--- config.mk ---
export PLATFORM = sky130hd
export DESIGN_NAME = multilayer_ahb_decode_arbitration
export DESIGN_NICKNAME = d
export VERILOG_FILES = /design/src/rtl/layer_decoder.v /design/src/rtl/multilayer_ahb_decode_arbitration.v
export VERILOG_INCLUDE_DIRS = /design/src /design/src/rtl
export SDC_FILE = /design/constraint.sdc
export NUM_CORES = 1
export LEC_CHECK = 0
export ABC_AREA = 1
export BUFFER_PORTS_ARGS = -buffer_cell sky130_fd_sc_hd__buf_2
export CORE_MARGIN = 2
export CORE_UTILIZATION = 44
export DETAILED_ROUTE_END_ITERATION = 10
export PLACE_DENSITY_LB_ADDON = 0.05
export SYNTH_ARGS = -nofsm -noshare
export SYNTH_HDL_FRONTEND = slang
export SYNTH_SLANG_ARGS = --single-unit
export TNS_END_PERCENT = 30
--- constraint.sdc ---
create_clock -name core_clk -period 1.4 [get_ports core_clk]
set_input_delay 0.07 -clock core_clk [delete_from_list [all_inputs] [get_ports core_clk]]
set_output_delay 0.07 -clock core_clk [all_outputs]
set_load 0.05 [all_outputs]
--- src/rtl/ahb_decode_map.vh ---
// Memory map, region codes and arbitration constants for the bus decoder
`ifndef AHB_DECODE_MAP_VH
`define AHB_DECODE_MAP_VH
`define REGION_MSB 31
`define REGION_LSB 27
`define RGN_W 5
`define RGN_LOW0 5'h00
`define RGN_LOW1 5'h01
`define RGN_HIGH0 5'h02
`define RGN_HIGH1 5'h03
`define RGN_GP0 5'h04
`define RGN_GP1 5'h05
`define RGN_DISPLAY 5'h06
`define RGN_FLASH2 5'h07
`define RGN_RAM2 5'h08
`define RGN_MODEM_DSP 5'h09
`define RGN_APPS_DSP 5'h0a
`define RGN_TRACE_IO 5'h0b
`define RGN_FAST_BRIDGE 5'h0c
`define RGN_MOTION 5'h0d
`define RGN_LEGACY 5'h10
`define BOOT_SRAM_MSB 31
`define BOOT_SRAM_LSB 16
`define BOOT_SRAM_TAG 16'hffff
`define NSEL 17
`define SEL_FLASH0 0
`define SEL_FLASH1 1
`define SEL_RAM0 2
`define SEL_RAM1 3
`define SEL_GP0 4
`define SEL_GP1 5
`define SEL_DISPLAY 6
`define SEL_FLASH2 7
`define SEL_RAM2 8
`define SEL_MODEM_DSP 9
`define SEL_APPS_DSP 10
`define SEL_TRACE_IO 11
`define SEL_FAST_BRIDGE 12
`define SEL_MOTION 13
`define SEL_LEGACY 14
`define SEL_BOOT_SRAM 15
`define SEL_DEFAULT 16
`define HTRANS_IDLE 2'b00
`define HTRANS_NSEQ 2'b10
`define HTRANS_ACTIVE_BIT 1
`define HRESP_OKAY 2'b00
`define HRESP_ERROR 2'b01
`define LAYER_MAIN 2'b00
`define LAYER_DSP 2'b01
`define LAYER_GFX 2'b10
`endif

--- src/rtl/layer_decoder.v ---
// Combinational address decoder producing one-hot slave selects per layer
`include "ahb_decode_map.vh"
module layer_decoder #(
  parameter [1:0] LAYER = `LAYER_MAIN
) (
  input wire [31:0] haddr,
  input wire boot_nand,
  output reg [`NSEL-1:0] sel
);
  wire [`RGN_W-1:0] rgn;
  reg [`NSEL-1:0] raw;
  reg allowed;
  assign rgn = haddr[`REGION_MSB:`REGION_LSB];

  always @* begin
    raw = {`NSEL{1'b0}};
    if (haddr[`BOOT_SRAM_MSB:`BOOT_SRAM_LSB] == `BOOT_SRAM_TAG) begin
      raw[`SEL_BOOT_SRAM] = 1'b1;
    end else begin
      case (rgn)
        `RGN_LOW0: raw[boot_nand ? `SEL_RAM0 : `SEL_FLASH0] = 1'b1;
        `RGN_LOW1: raw[boot_nand ? `SEL_RAM1 : `SEL_FLASH1] = 1'b1;
        `RGN_HIGH0: raw[boot_nand ? `SEL_FLASH0 : `SEL_RAM0] = 1'b1;
        `RGN_HIGH1: raw[boot_nand ? `SEL_FLASH1 : `SEL_RAM1] = 1'b1;
        `RGN_GP0: raw[`SEL_GP0] = 1'b1;
        `RGN_GP1: raw[`SEL_GP1] = 1'b1;
        `RGN_DISPLAY: raw[`SEL_DISPLAY] = 1'b1;
        `RGN_FLASH2: raw[`SEL_FLASH2] = 1'b1;
        `RGN_RAM2: raw[`SEL_RAM2] = 1'b1;
        `RGN_MODEM_DSP: raw[`SEL_MODEM_DSP] = 1'b1;
        `RGN_APPS_DSP: raw[`SEL_APPS_DSP] = 1'b1;
        `RGN_TRACE_IO: raw[`SEL_TRACE_IO] = 1'b1;
        `RGN_FAST_BRIDGE: raw[`SEL_FAST_BRIDGE] = 1'b1;
        `RGN_MOTION: raw[`SEL_MOTION] = 1'b1;
        `RGN_LEGACY: raw[`SEL_LEGACY] = 1'b1;
        default: raw[`SEL_DEFAULT] = 1'b1;
      endcase
    end
  end

  // Layer reach; anything out of reach lands on the error slave
  always @* begin
    case (LAYER)
      `LAYER_MAIN: allowed = ~raw[`SEL_MOTION];
      default: allowed = raw[`SEL_FLASH0] | raw[`SEL_FLASH1] |
        raw[`SEL_RAM0] | raw[`SEL_RAM1] | raw[`SEL_GP0] | raw[`SEL_GP1] |
        raw[`SEL_DISPLAY] | raw[`SEL_FLASH2] | raw[`SEL_RAM2] |
        (raw[`SEL_MOTION] & (LAYER == `LAYER_DSP));
    endcase
    sel = {`NSEL{1'b0}};
    if (allowed)
      sel = raw;
    else
      sel[`SEL_DEFAULT] = 1'b1;
  end
endmodule // layer_decoder

--- src/rtl/multilayer_ahb_decode_arbitration.v ---
// Three-layer bus arbitration, address decode and default error slave
`include "ahb_decode_map.vh"
module multilayer_ahb_decode_arbitration #(
  parameter MAIN_N = 4,
  parameter DSP_N = 2
) (
  input wire core_clk,
  input wire rst_n,
  input wire boot_mode_pin,
  input wire [MAIN_N-1:0] main_req,
  input wire [31:0] main_haddr,
  input wire [1:0] main_htrans,
  input wire [DSP_N-1:0] dsp_req,
  input wire [31:0] dsp_haddr,
  input wire [1:0] dsp_htrans,
  input wire [31:0] gfx_haddr,
  input wire [1:0] gfx_htrans,
  input wire main_slave_hready,
  input wire dsp_slave_hready,
  input wire gfx_slave_hready,
  output reg [MAIN_N-1:0] main_grant_q,
  output reg [DSP_N-1:0] dsp_grant_q,
  output reg gfx_grant_q,
  output reg [`NSEL-1:0] main_sel_q,
  output reg [`NSEL-1:0] dsp_sel_q,
  output reg [`NSEL-1:0] gfx_sel_q,
  output reg main_hready_q,
  output reg [1:0] main_hresp_q,
  output reg dsp_hready_q,
  output reg [1:0] dsp_hresp_q,
  output reg gfx_hready_q,
  output reg [1:0] gfx_hresp_q,
  output reg boot_nand_q
);
  // Main masters index: 3 test, 2 boot seq, 1 data, 0 instruction.
  // DSP masters index: 1 modem DSP, 0 applications DSP.
  localparam ERR_IDLE = 3'b001;
  localparam ERR_FIRST = 3'b010;
  localparam ERR_SECOND = 3'b100;

  // Highest set bit wins; all-zero parks on bit 0
  function [MAIN_N-1:0] pick_main;
    input [MAIN_N-1:0] req;
    integer i;
    reg found;
    begin
      pick_main = {MAIN_N{1'b0}};
      found = 1'b0;
      for (i = MAIN_N - 1; i >= 0; i = i - 1) begin
        if (req[i] && !found) begin
          pick_main[i] = 1'b1;
          found = 1'b1;
        end
      end
      if (!found)
        pick_main[0] = 1'b1;
    end
  endfunction

  function [DSP_N-1:0] pick_dsp;
    input [DSP_N-1:0] req;
    integer i;
    reg found;
    begin
      pick_dsp = {DSP_N{1'b0}};
      found = 1'b0;
      for (i = DSP_N - 1; i >= 0; i = i - 1) begin
        if (req[i] && !found) begin
          pick_dsp[i] = 1'b1;
          found = 1'b1;
        end
      end
      if (!found)
        pick_dsp[0] = 1'b1;
    end
  endfunction

  // Strap synchroniser; first stage feeds only the second
  reg boot_s1_q, boot_s2_q, boot_s3_q;
  always @(posedge core_clk or negedge rst_n) begin
    if (!rst_n) begin
      boot_s1_q <= 1'b0;
      boot_s2_q <= 1'b0;
      boot_s3_q <= 1'b0;
      boot_nand_q <= 1'b0;
    end else begin
      boot_s1_q <= boot_mode_pin;
      boot_s2_q <= boot_s1_q;
      boot_s3_q <= boot_s2_q;
      if (boot_s2_q == boot_s3_q)
        boot_nand_q <= boot_s3_q;
    end
  end

  // Arbitration: regrant only on a ready cycle so bursts stay whole
  wire [MAIN_N-1:0] main_grant_d = pick_main(main_req);
  wire [DSP_N-1:0] dsp_grant_d = pick_dsp(dsp_req);
  always @(posedge core_clk or negedge rst_n) begin
    if (!rst_n) begin
      main_grant_q <= {{(MAIN_N-1){1'b0}}, 1'b1};
      dsp_grant_q <= {{(DSP_N-1){1'b0}}, 1'b1};
      gfx_grant_q <= 1'b0;
    end else begin
      if (main_hready_q)
        main_grant_q <= main_grant_d;
      if (dsp_hready_q)
        dsp_grant_q <= dsp_grant_d;
      gfx_grant_q <= 1'b1;
    end
  end

  // Decoders, one per layer
  wire [`NSEL-1:0] main_sel_d, dsp_sel_d, gfx_sel_d;
  layer_decoder #(.LAYER(`LAYER_MAIN)) u_dec_main (
    .haddr(main_haddr),
    .boot_nand(boot_nand_q),
    .sel(main_sel_d)
  );
  layer_decoder #(.LAYER(`LAYER_DSP)) u_dec_dsp (
    .haddr(dsp_haddr),
    .boot_nand(boot_nand_q),
    .sel(dsp_sel_d)
  );
  layer_decoder #(.LAYER(`LAYER_GFX)) u_dec_gfx (
    .haddr(gfx_haddr),
    .boot_nand(boot_nand_q),
    .sel(gfx_sel_d)
  );

  // Selects registered in the address phase, held over stalls
  always @(posedge core_clk or negedge rst_n) begin
    if (!rst_n) begin
      main_sel_q <= {`NSEL{1'b0}};
      dsp_sel_q <= {`NSEL{1'b0}};
      gfx_sel_q <= {`NSEL{1'b0}};
    end else begin
      if (main_hready_q)
        main_sel_q <= main_sel_d;
      if (dsp_hready_q)
        dsp_sel_q <= dsp_sel_d;
      if (gfx_hready_q)
        gfx_sel_q <= gfx_sel_d;
    end
  end

  // Default slave per layer: two-cycle error response
  wire [2:0] hit_err, slave_rdy, layer_rdy;
  wire [8:0] err_nxt;
  assign hit_err[0] = main_sel_d[`SEL_DEFAULT] &
    main_htrans[`HTRANS_ACTIVE_BIT];
  assign hit_err[1] = dsp_sel_d[`SEL_DEFAULT] &
    dsp_htrans[`HTRANS_ACTIVE_BIT];
  assign hit_err[2] = gfx_sel_d[`SEL_DEFAULT] &
    gfx_htrans[`HTRANS_ACTIVE_BIT];
  assign slave_rdy = {gfx_slave_hready, dsp_slave_hready, main_slave_hready};
  assign layer_rdy = {gfx_hready_q, dsp_hready_q, main_hready_q};

  genvar g;
  generate
    for (g = 0; g < 3; g = g + 1) begin : g_err
      reg [2:0] state_q;
      reg [2:0] nxt;
      // A stalled hit waits; taking it early would lock the layer
      wire take_err = hit_err[g] & layer_rdy[g];
      always @* begin
        case (state_q)
          ERR_IDLE: nxt = take_err ? ERR_FIRST : ERR_IDLE;
          ERR_FIRST: nxt = ERR_SECOND;
          ERR_SECOND: nxt = take_err ? ERR_FIRST : ERR_IDLE;
          default: nxt = ERR_IDLE;
        endcase
      end
      always @(posedge core_clk or negedge rst_n) begin
        if (!rst_n)
          state_q <= ERR_IDLE;
        else
          state_q <= nxt;
      end
      assign err_nxt[3*g +: 3] = nxt;
    end
  endgenerate

  // Ready and response: error slave overrides the addressed slave
  always @(posedge core_clk or negedge rst_n) begin
    if (!rst_n) begin
      main_hready_q <= 1'b1;
      dsp_hready_q <= 1'b1;
      gfx_hready_q <= 1'b1;
      main_hresp_q <= `HRESP_OKAY;
      dsp_hresp_q <= `HRESP_OKAY;
      gfx_hresp_q <= `HRESP_OKAY;
    end else begin
      main_hready_q <= err_nxt[2:0] == ERR_IDLE ? slave_rdy[0] :
        (err_nxt[2:0] == ERR_SECOND);
      dsp_hready_q <= err_nxt[5:3] == ERR_IDLE ? slave_rdy[1] :
        (err_nxt[5:3] == ERR_SECOND);
      gfx_hready_q <= err_nxt[8:6] == ERR_IDLE ? slave_rdy[2] :
        (err_nxt[8:6] == ERR_SECOND);
      main_hresp_q <= err_nxt[2:0] == ERR_IDLE ? `HRESP_OKAY : `HRESP_ERROR;
      dsp_hresp_q <= err_nxt[5:3] == ERR_IDLE ? `HRESP_OKAY : `HRESP_ERROR;
      gfx_hresp_q <= err_nxt[8:6] == ERR_IDLE ? `HRESP_OKAY : `HRESP_ERROR;
    end
  end
  // Endianness and halfword splitting live in the memory controllers
  // Burst kinds pass through untouched; slaves handle them
endmodule // multilayer_ahb_decode_arbitration

# --- Word-level counts from Yosys, hierarchy flattened ---
# Cells that the tools add are included.
classes:
  n_lt_le_gt_ge: 8
  eq_ne: 61
  muxes: 93
  n_bitwise: 23
  reduce_logical: 21
op_table:
  columns: ["op", "n"]
  rows:
  - ["1-bit one-hot mux with 5 select lines", 36]
  - ["32-bit by 1-bit >= comparator with 1-bit output (second input constant)", 4]
  - ["32-bit by 7-bit less-than comparator with 1-bit output (second input constant)", 3]
  - ["5-bit by 4-bit equality test with 1-bit output (second input constant)", 18]
  - ["5-bit by 3-bit equality test with 1-bit output (second input constant)", 12]
  - ["16-bit equality test (second input constant)", 3]
  - ["16-bit 2-to-1 mux", 3]
  - ["4-bit one-hot mux with 4 select lines", 3]
  - ["15-bit 2-to-1 mux", 3]
  - ["11-bit OR reduction", 3]
  - ["1-bit 2-to-1 mux", 31]
  - ["5-bit by 2-bit equality test with 1-bit output (second input constant)", 6]
  - ["1-bit demux with 5-bit select", 4]
  - ["3-bit by 1-bit equality test with 1-bit output (second input constant)", 6]
  - ["3-bit equality test (second input constant)", 6]
  - ["3-bit one-hot mux with 2 select lines", 3]
  - ["1-bit bitwise OR", 17]
  - ["5-bit by 1-bit equality test with 1-bit output (second input constant)", 3]
  - ["5-bit equality test (second input constant)", 3]
  - ["5-bit zero test", 3]
  - ["2-bit 2-to-1 mux", 7]
  - ["1-bit one-hot mux with 4 select lines", 3]
  - ["3-bit by 2-bit equality test with 1-bit output (second input constant)", 3]
  - ["1-bit logical AND", 8]
  - ["other kinds (5)", 15]
totals:
  regBits: 77
  input_bits: 114
  output_inout_bits: 68
  wordCells: 225

# --- Depth between registers and ports, before layout ---
logic_depth:
  depth_word: 23
  ltp_mapped: 8
  ltp_nobuf: 8

# --- Hierarchy ---
# A second synthesis with hierarchy kept.
unflattened:
  cells_unflattened: 415
  hier_area_um2: 3719.8
by_module_without_submodules:
  columns: ["mod", "instances", "cells_each", "area_each_um2", "seq_area_each_um2"]
  rows:
  - ["multilayer_ahb_decode_arbitration", 1, 239, 2900.3, 1936.9]
  - ["layer_decoder (u_dec_main)", 1, 67, 279.0, 0.0]
  - ["layer_decoder (u_dec_dsp)", 1, 56, 274.0, 0.0]
  - ["layer_decoder (u_dec_gfx)", 1, 53, 266.5, 0.0]

# --- Worst setup path after synthesis ---
# Ideal clock, no wire load.
synth_timing:
  path_type: "reg2reg"
  from: "reg boot_nand_q"
  to: "reg dsp_sel_q[1]"
  setup_ps: 130
  arrival_ps: 1242
  required_time_ps: 1270
  path_slack_ps: 28
  path_stages_with_launch: 5
  path_buffers: 1
  period_less_slack_ps: 1372
  path_cell_list: "dfrtp_1 inv_1 clkbuf_1 o211ai_1 o21ai_0"
synth_between:
  elab_chain_len: 17
  elab_cells_between_ends: 42
  cone_classes: "8 x order compare; 21 x mux; 9 x bitwise; 4 x reduce/logical"
synth_lines:
  columns: ["element", "line", "rtl"]
  rows:
  - ["from (decl)", "multilayer_ahb_decode_arbitration.v:33", "output reg boot_nand_q"]
  - ["from (signal assigned)", "multilayer_ahb_decode_arbitration.v:91", "boot_nand_q <= boot_s3_q;"]
  - ["2-bit 2-to-1 mux (no source line)", null, null]
  - ["32-bit by 1-bit >= comparator with 1-bit output (tied with other cells)", "layer_decoder.v:24", "`RGN_HIGH1: raw[boot_nand ? `SEL_FLASH1 : `SEL_RAM1] = 1'b1;"]
  - ["1-bit logical AND (on tied branches)", null, null]
  - ["1-bit 2-to-1 mux (on tied branches)", null, null]
  - ["1-bit demux with 5-bit select", null, null]
  - ["4-bit one-hot mux with 4 select lines", "layer_decoder.v:20", "case (rgn)"]
  - ["15-bit 2-to-1 mux *", "layer_decoder.v:17", "if (haddr[`BOOT_SRAM_MSB:`BOOT_SRAM_LSB] == `BOOT_SRAM_TAG) begin"]
  - ["1-bit bitwise OR (9 in series)", "layer_decoder.v:45", "default: allowed = raw[`SEL_FLASH0] | raw[`SEL_FLASH1] |"]
  - ["16-bit 2-to-1 mux *", "layer_decoder.v:51", "if (allowed)"]
  - ["to (signal assigned)", "multilayer_ahb_decode_arbitration.v:134", "dsp_sel_q <= {`NSEL{1'b0}};"]
  - ["to (signal assigned)", "multilayer_ahb_decode_arbitration.v:140", "dsp_sel_q <= dsp_sel_d;"]
  - ["to (decl)", "multilayer_ahb_decode_arbitration.v:25", "output reg [`NSEL-1:0] dsp_sel_q,"]
# Mark *: on every way between the ends. The rest lies on a longest branch, timed or not.
# A chain may end at the register's enable or synchronous reset.

# --- Final worst setup path ---
layout_timing:
  from: "reg dsp_hready_q"
  to: "out dsp_hready_q"
layout_rtl:
  columns: ["element", "line", "rtl"]
  rows:
  - ["from (decl)", "multilayer_ahb_decode_arbitration.v:29", "output reg dsp_hready_q,"]
  - ["from (signal assigned)", "multilayer_ahb_decode_arbitration.v:195", "dsp_hready_q <= err_nxt[5:3] == ERR_IDLE ? slave_rdy[1] :"]
# No word-level cell between the ends.

==> flow_summary.ini <==
[route]
route.antenna.remaining_nets = 0
routed_wirelength_um = 6880
vias = 2744
initialDrtViolationCount = 105
detailedRoute.firstPassIterationCount = 4
drt-wirelength-per-cell_um = 11.6
viasPerCell = 4.64
remaining_drc_errors = 0

[power]
max_ir_drop_vdd_uv = 637
leakage_component_of_the_power_nw = 2.32
cellPowerDensity_nw_per_um2 = 1270

[worst_setup_path]
critPathLaunchType = flop
timing.rr.start = main_hready_q
r2r_setup_slack_ps = 110
arrival_ps = 1280
worstSetupEndpointType = primary output
crit_type = reg2out
cp_max_fo = 15
worst_ep_required_time_ps = 1330
regToRegEndpoint = g_err[0].state_q[0]
critical_path.endpoint = dsp_hready_q
ff2ff_path_depth = 5
critPathLaunch = dsp_hready_q

[floorplanning]
placeableCoreArea_um2 = 7180
dieHeight_um = 89.6
row_count = 31
floorplan.initialDensity_pct = 45.0
die_width_um = 89.6
top_level_ports = 182
dieArea_um2 = 8030

[clock_tree]
cts.path.max_buffers = 2
h-tree-depth = 3
tritoncts_num_sinks = 76
cts.reportedPaths.clkPinSlew_ps = 80
cts_made_buffers = 9
cts_root_buf = clkbuf_8
cts_tree = yes
clock_network_latency_to_the_later_pin_of_the_worst_skew_pair_ps = 350
cts_setup_buffers = 0

[sta]
layout_setup_ws_ps = 48.2
final.period_utilization_pct = 96.6
grt_setup_unrepaired = false
final_hold_viol_count = 0
post-route-min-period_ps = 1350
timing.final.max_slew_violations = 0
setup-tns-final_ps = 0
fin_worst_skew_ps = 9.21
max_clock_freq_ghz = 0.740
setup-violations-final = 0

[finish]
post_layout_util_pct = 59.0
design_area_final_um2 = 4240
final_net_count = 602
area_delta_synth_final_pct = 31.3
antennaDiodeCount = 0
drive_gt1_share_pct = 30.5

[synth]
postSynthAreaPerCell_um2 = 8.81
synthTopCellsByCount = nand2_1, dfrtp_1, nor2_1, inv_1, nand3_1
yosys-top-cells-area = dfrtp_1, nand2_1, dfstp_2, nor2_1, inv_1
share_of_the_yosys_chip_area_belonging_to_registers_pct = 59.3
post_synth_inst_count = 366
synth_area_leader_cell = dfrtp_1
synth-edff-count = 0
synth-async-reset-ratio_pct = 100
syn_area_um2 = 3230
warnings_from_yosys = 0
leading_cell_type_by_number_of_instances_after_synthesis = nand2_1
synth_top_area_share_pct = 52.8
synth_cell_type_count = 31
ys_ff_latch = 76
synth_ff_type = dfrtp_1

[grt]
groute.usage.overall_pct = 18.3
grt_pass1_wl_um = 11200
grt_remaining_overflow = 0
grt_pass1_vias = 2525
grt_start_max_net_pins = 43
antenna_violations_before_repair = 0

[job]
max_cap_viol_count = 0

[placement]
place_congestion = 0.831
placed_area_um2 = 3870
place_ws_ps = 115
buffer_ports.inserted = 102
post-dp-hpwl_um = 5050

[hold_path]
min-delay-path-class = in2reg

[outcome]
run_status = complete, no violations
-- state kept, by name, summed over array words and instances, names as in the netlist --
register and cells:
g_err.state_q 9, gfx_hready_q 1, boot_s3_q 1, main_hready_q 1, boot_s2_q 1, gfx_grant_q 1
dsp_hresp_q 1, dsp_grant_q 2, main_sel_q 16, boot_s1_q 1, gfx_hresp_q 1, dsp_hready_q 1
main_hresp_q 1, boot_nand_q 1, main_grant_q 4, gfx_sel_q 17, dsp_sel_q 17
-- worst min path at each step --
stage / startpoint / endpoint / cells after the start
2_1_floorplan: rst_n / boot_nand_q / 0
3_3_place_gp: rst_n / main_sel_q[11] / 1
3_5_place_dp: rst_n / main_sel_q[5] / 1
4_1_cts: dsp_haddr[31] / dsp_sel_q[6] / 4
5_1_grt: gfx_haddr[28] / gfx_sel_q[7] / 3
6_report: dsp_haddr[31] / dsp_sel_q[6] / 4
-- per-layer routing --
layer,routed length [um],vias up,global-route usage (%)
li1,-,1399,-
met5,0,-,0
met2,3070,71,28.4
met4,146,0,9.09
met1,3230,1263,24.0
met3,434,11,4.20
-- report_power, final --
group	switching [mW]	leakage, nW	internal, mW
combinational	0.812	1.21	0.284
sequential	0.0747	0.994	2.35
clock	0.781	0.113	1.10
-- per-stage QoR --
stage / power (mW) / cells / hold WS (ps)
3_5_place_dp: 3.53 / 564 / -48.8
2_1_floorplan: 3.20 / 369 / -226
4_1_cts: 5.45 / 591 / 3.02
6_report: 5.40 / 591 / 10.0
3_3_place_gp: 3.52 / 564 / -46.9
5_1_grt: 5.64 / 591 / 27.4
-- cell type report --
class	instances	area (um2)
flip-flops and latches	76	1910
multi-input cells	235	1090
repair buffers	121	717
clock buffers	12	155
fillers	676	2940
clock inverters	3	68.8
inverters	45	169
well taps	99	124
-- cells in the final DEF (no fill, tap or decap), types with 8 or more instances in the layout --
cell             n
inv_1           39
o21ai_0         17
clkbuf_8        11
nor2_1          42
buf_2           98
dlygate4sd3_1   12
nand3_1         23
nand2_1        102
dfrtp_1         68
dfstp_2          8
-- critical path, cell delays in order, from the launching register on --
cell,delay [ps]
dfstp_2,540
buf_4,210
buf_6,190
-- cells by family after synthesis --
family	share of synthesized area (%)
AND/OR/NAND/NOR	24.9
flip-flops	59.3
buffers and inverters	7.25
AO/OA/AOI/OAI	7.99
other	0.233
adder cells (fa/ha/maj)	0.310
-- what timing repair did --
action                     CTS  global route
resized for setup            3             3
hold endpoints to repair    82             0
hold buffers                12             0
setup endpoints to repair    2             3
Power figures use the tool's default switching activity.
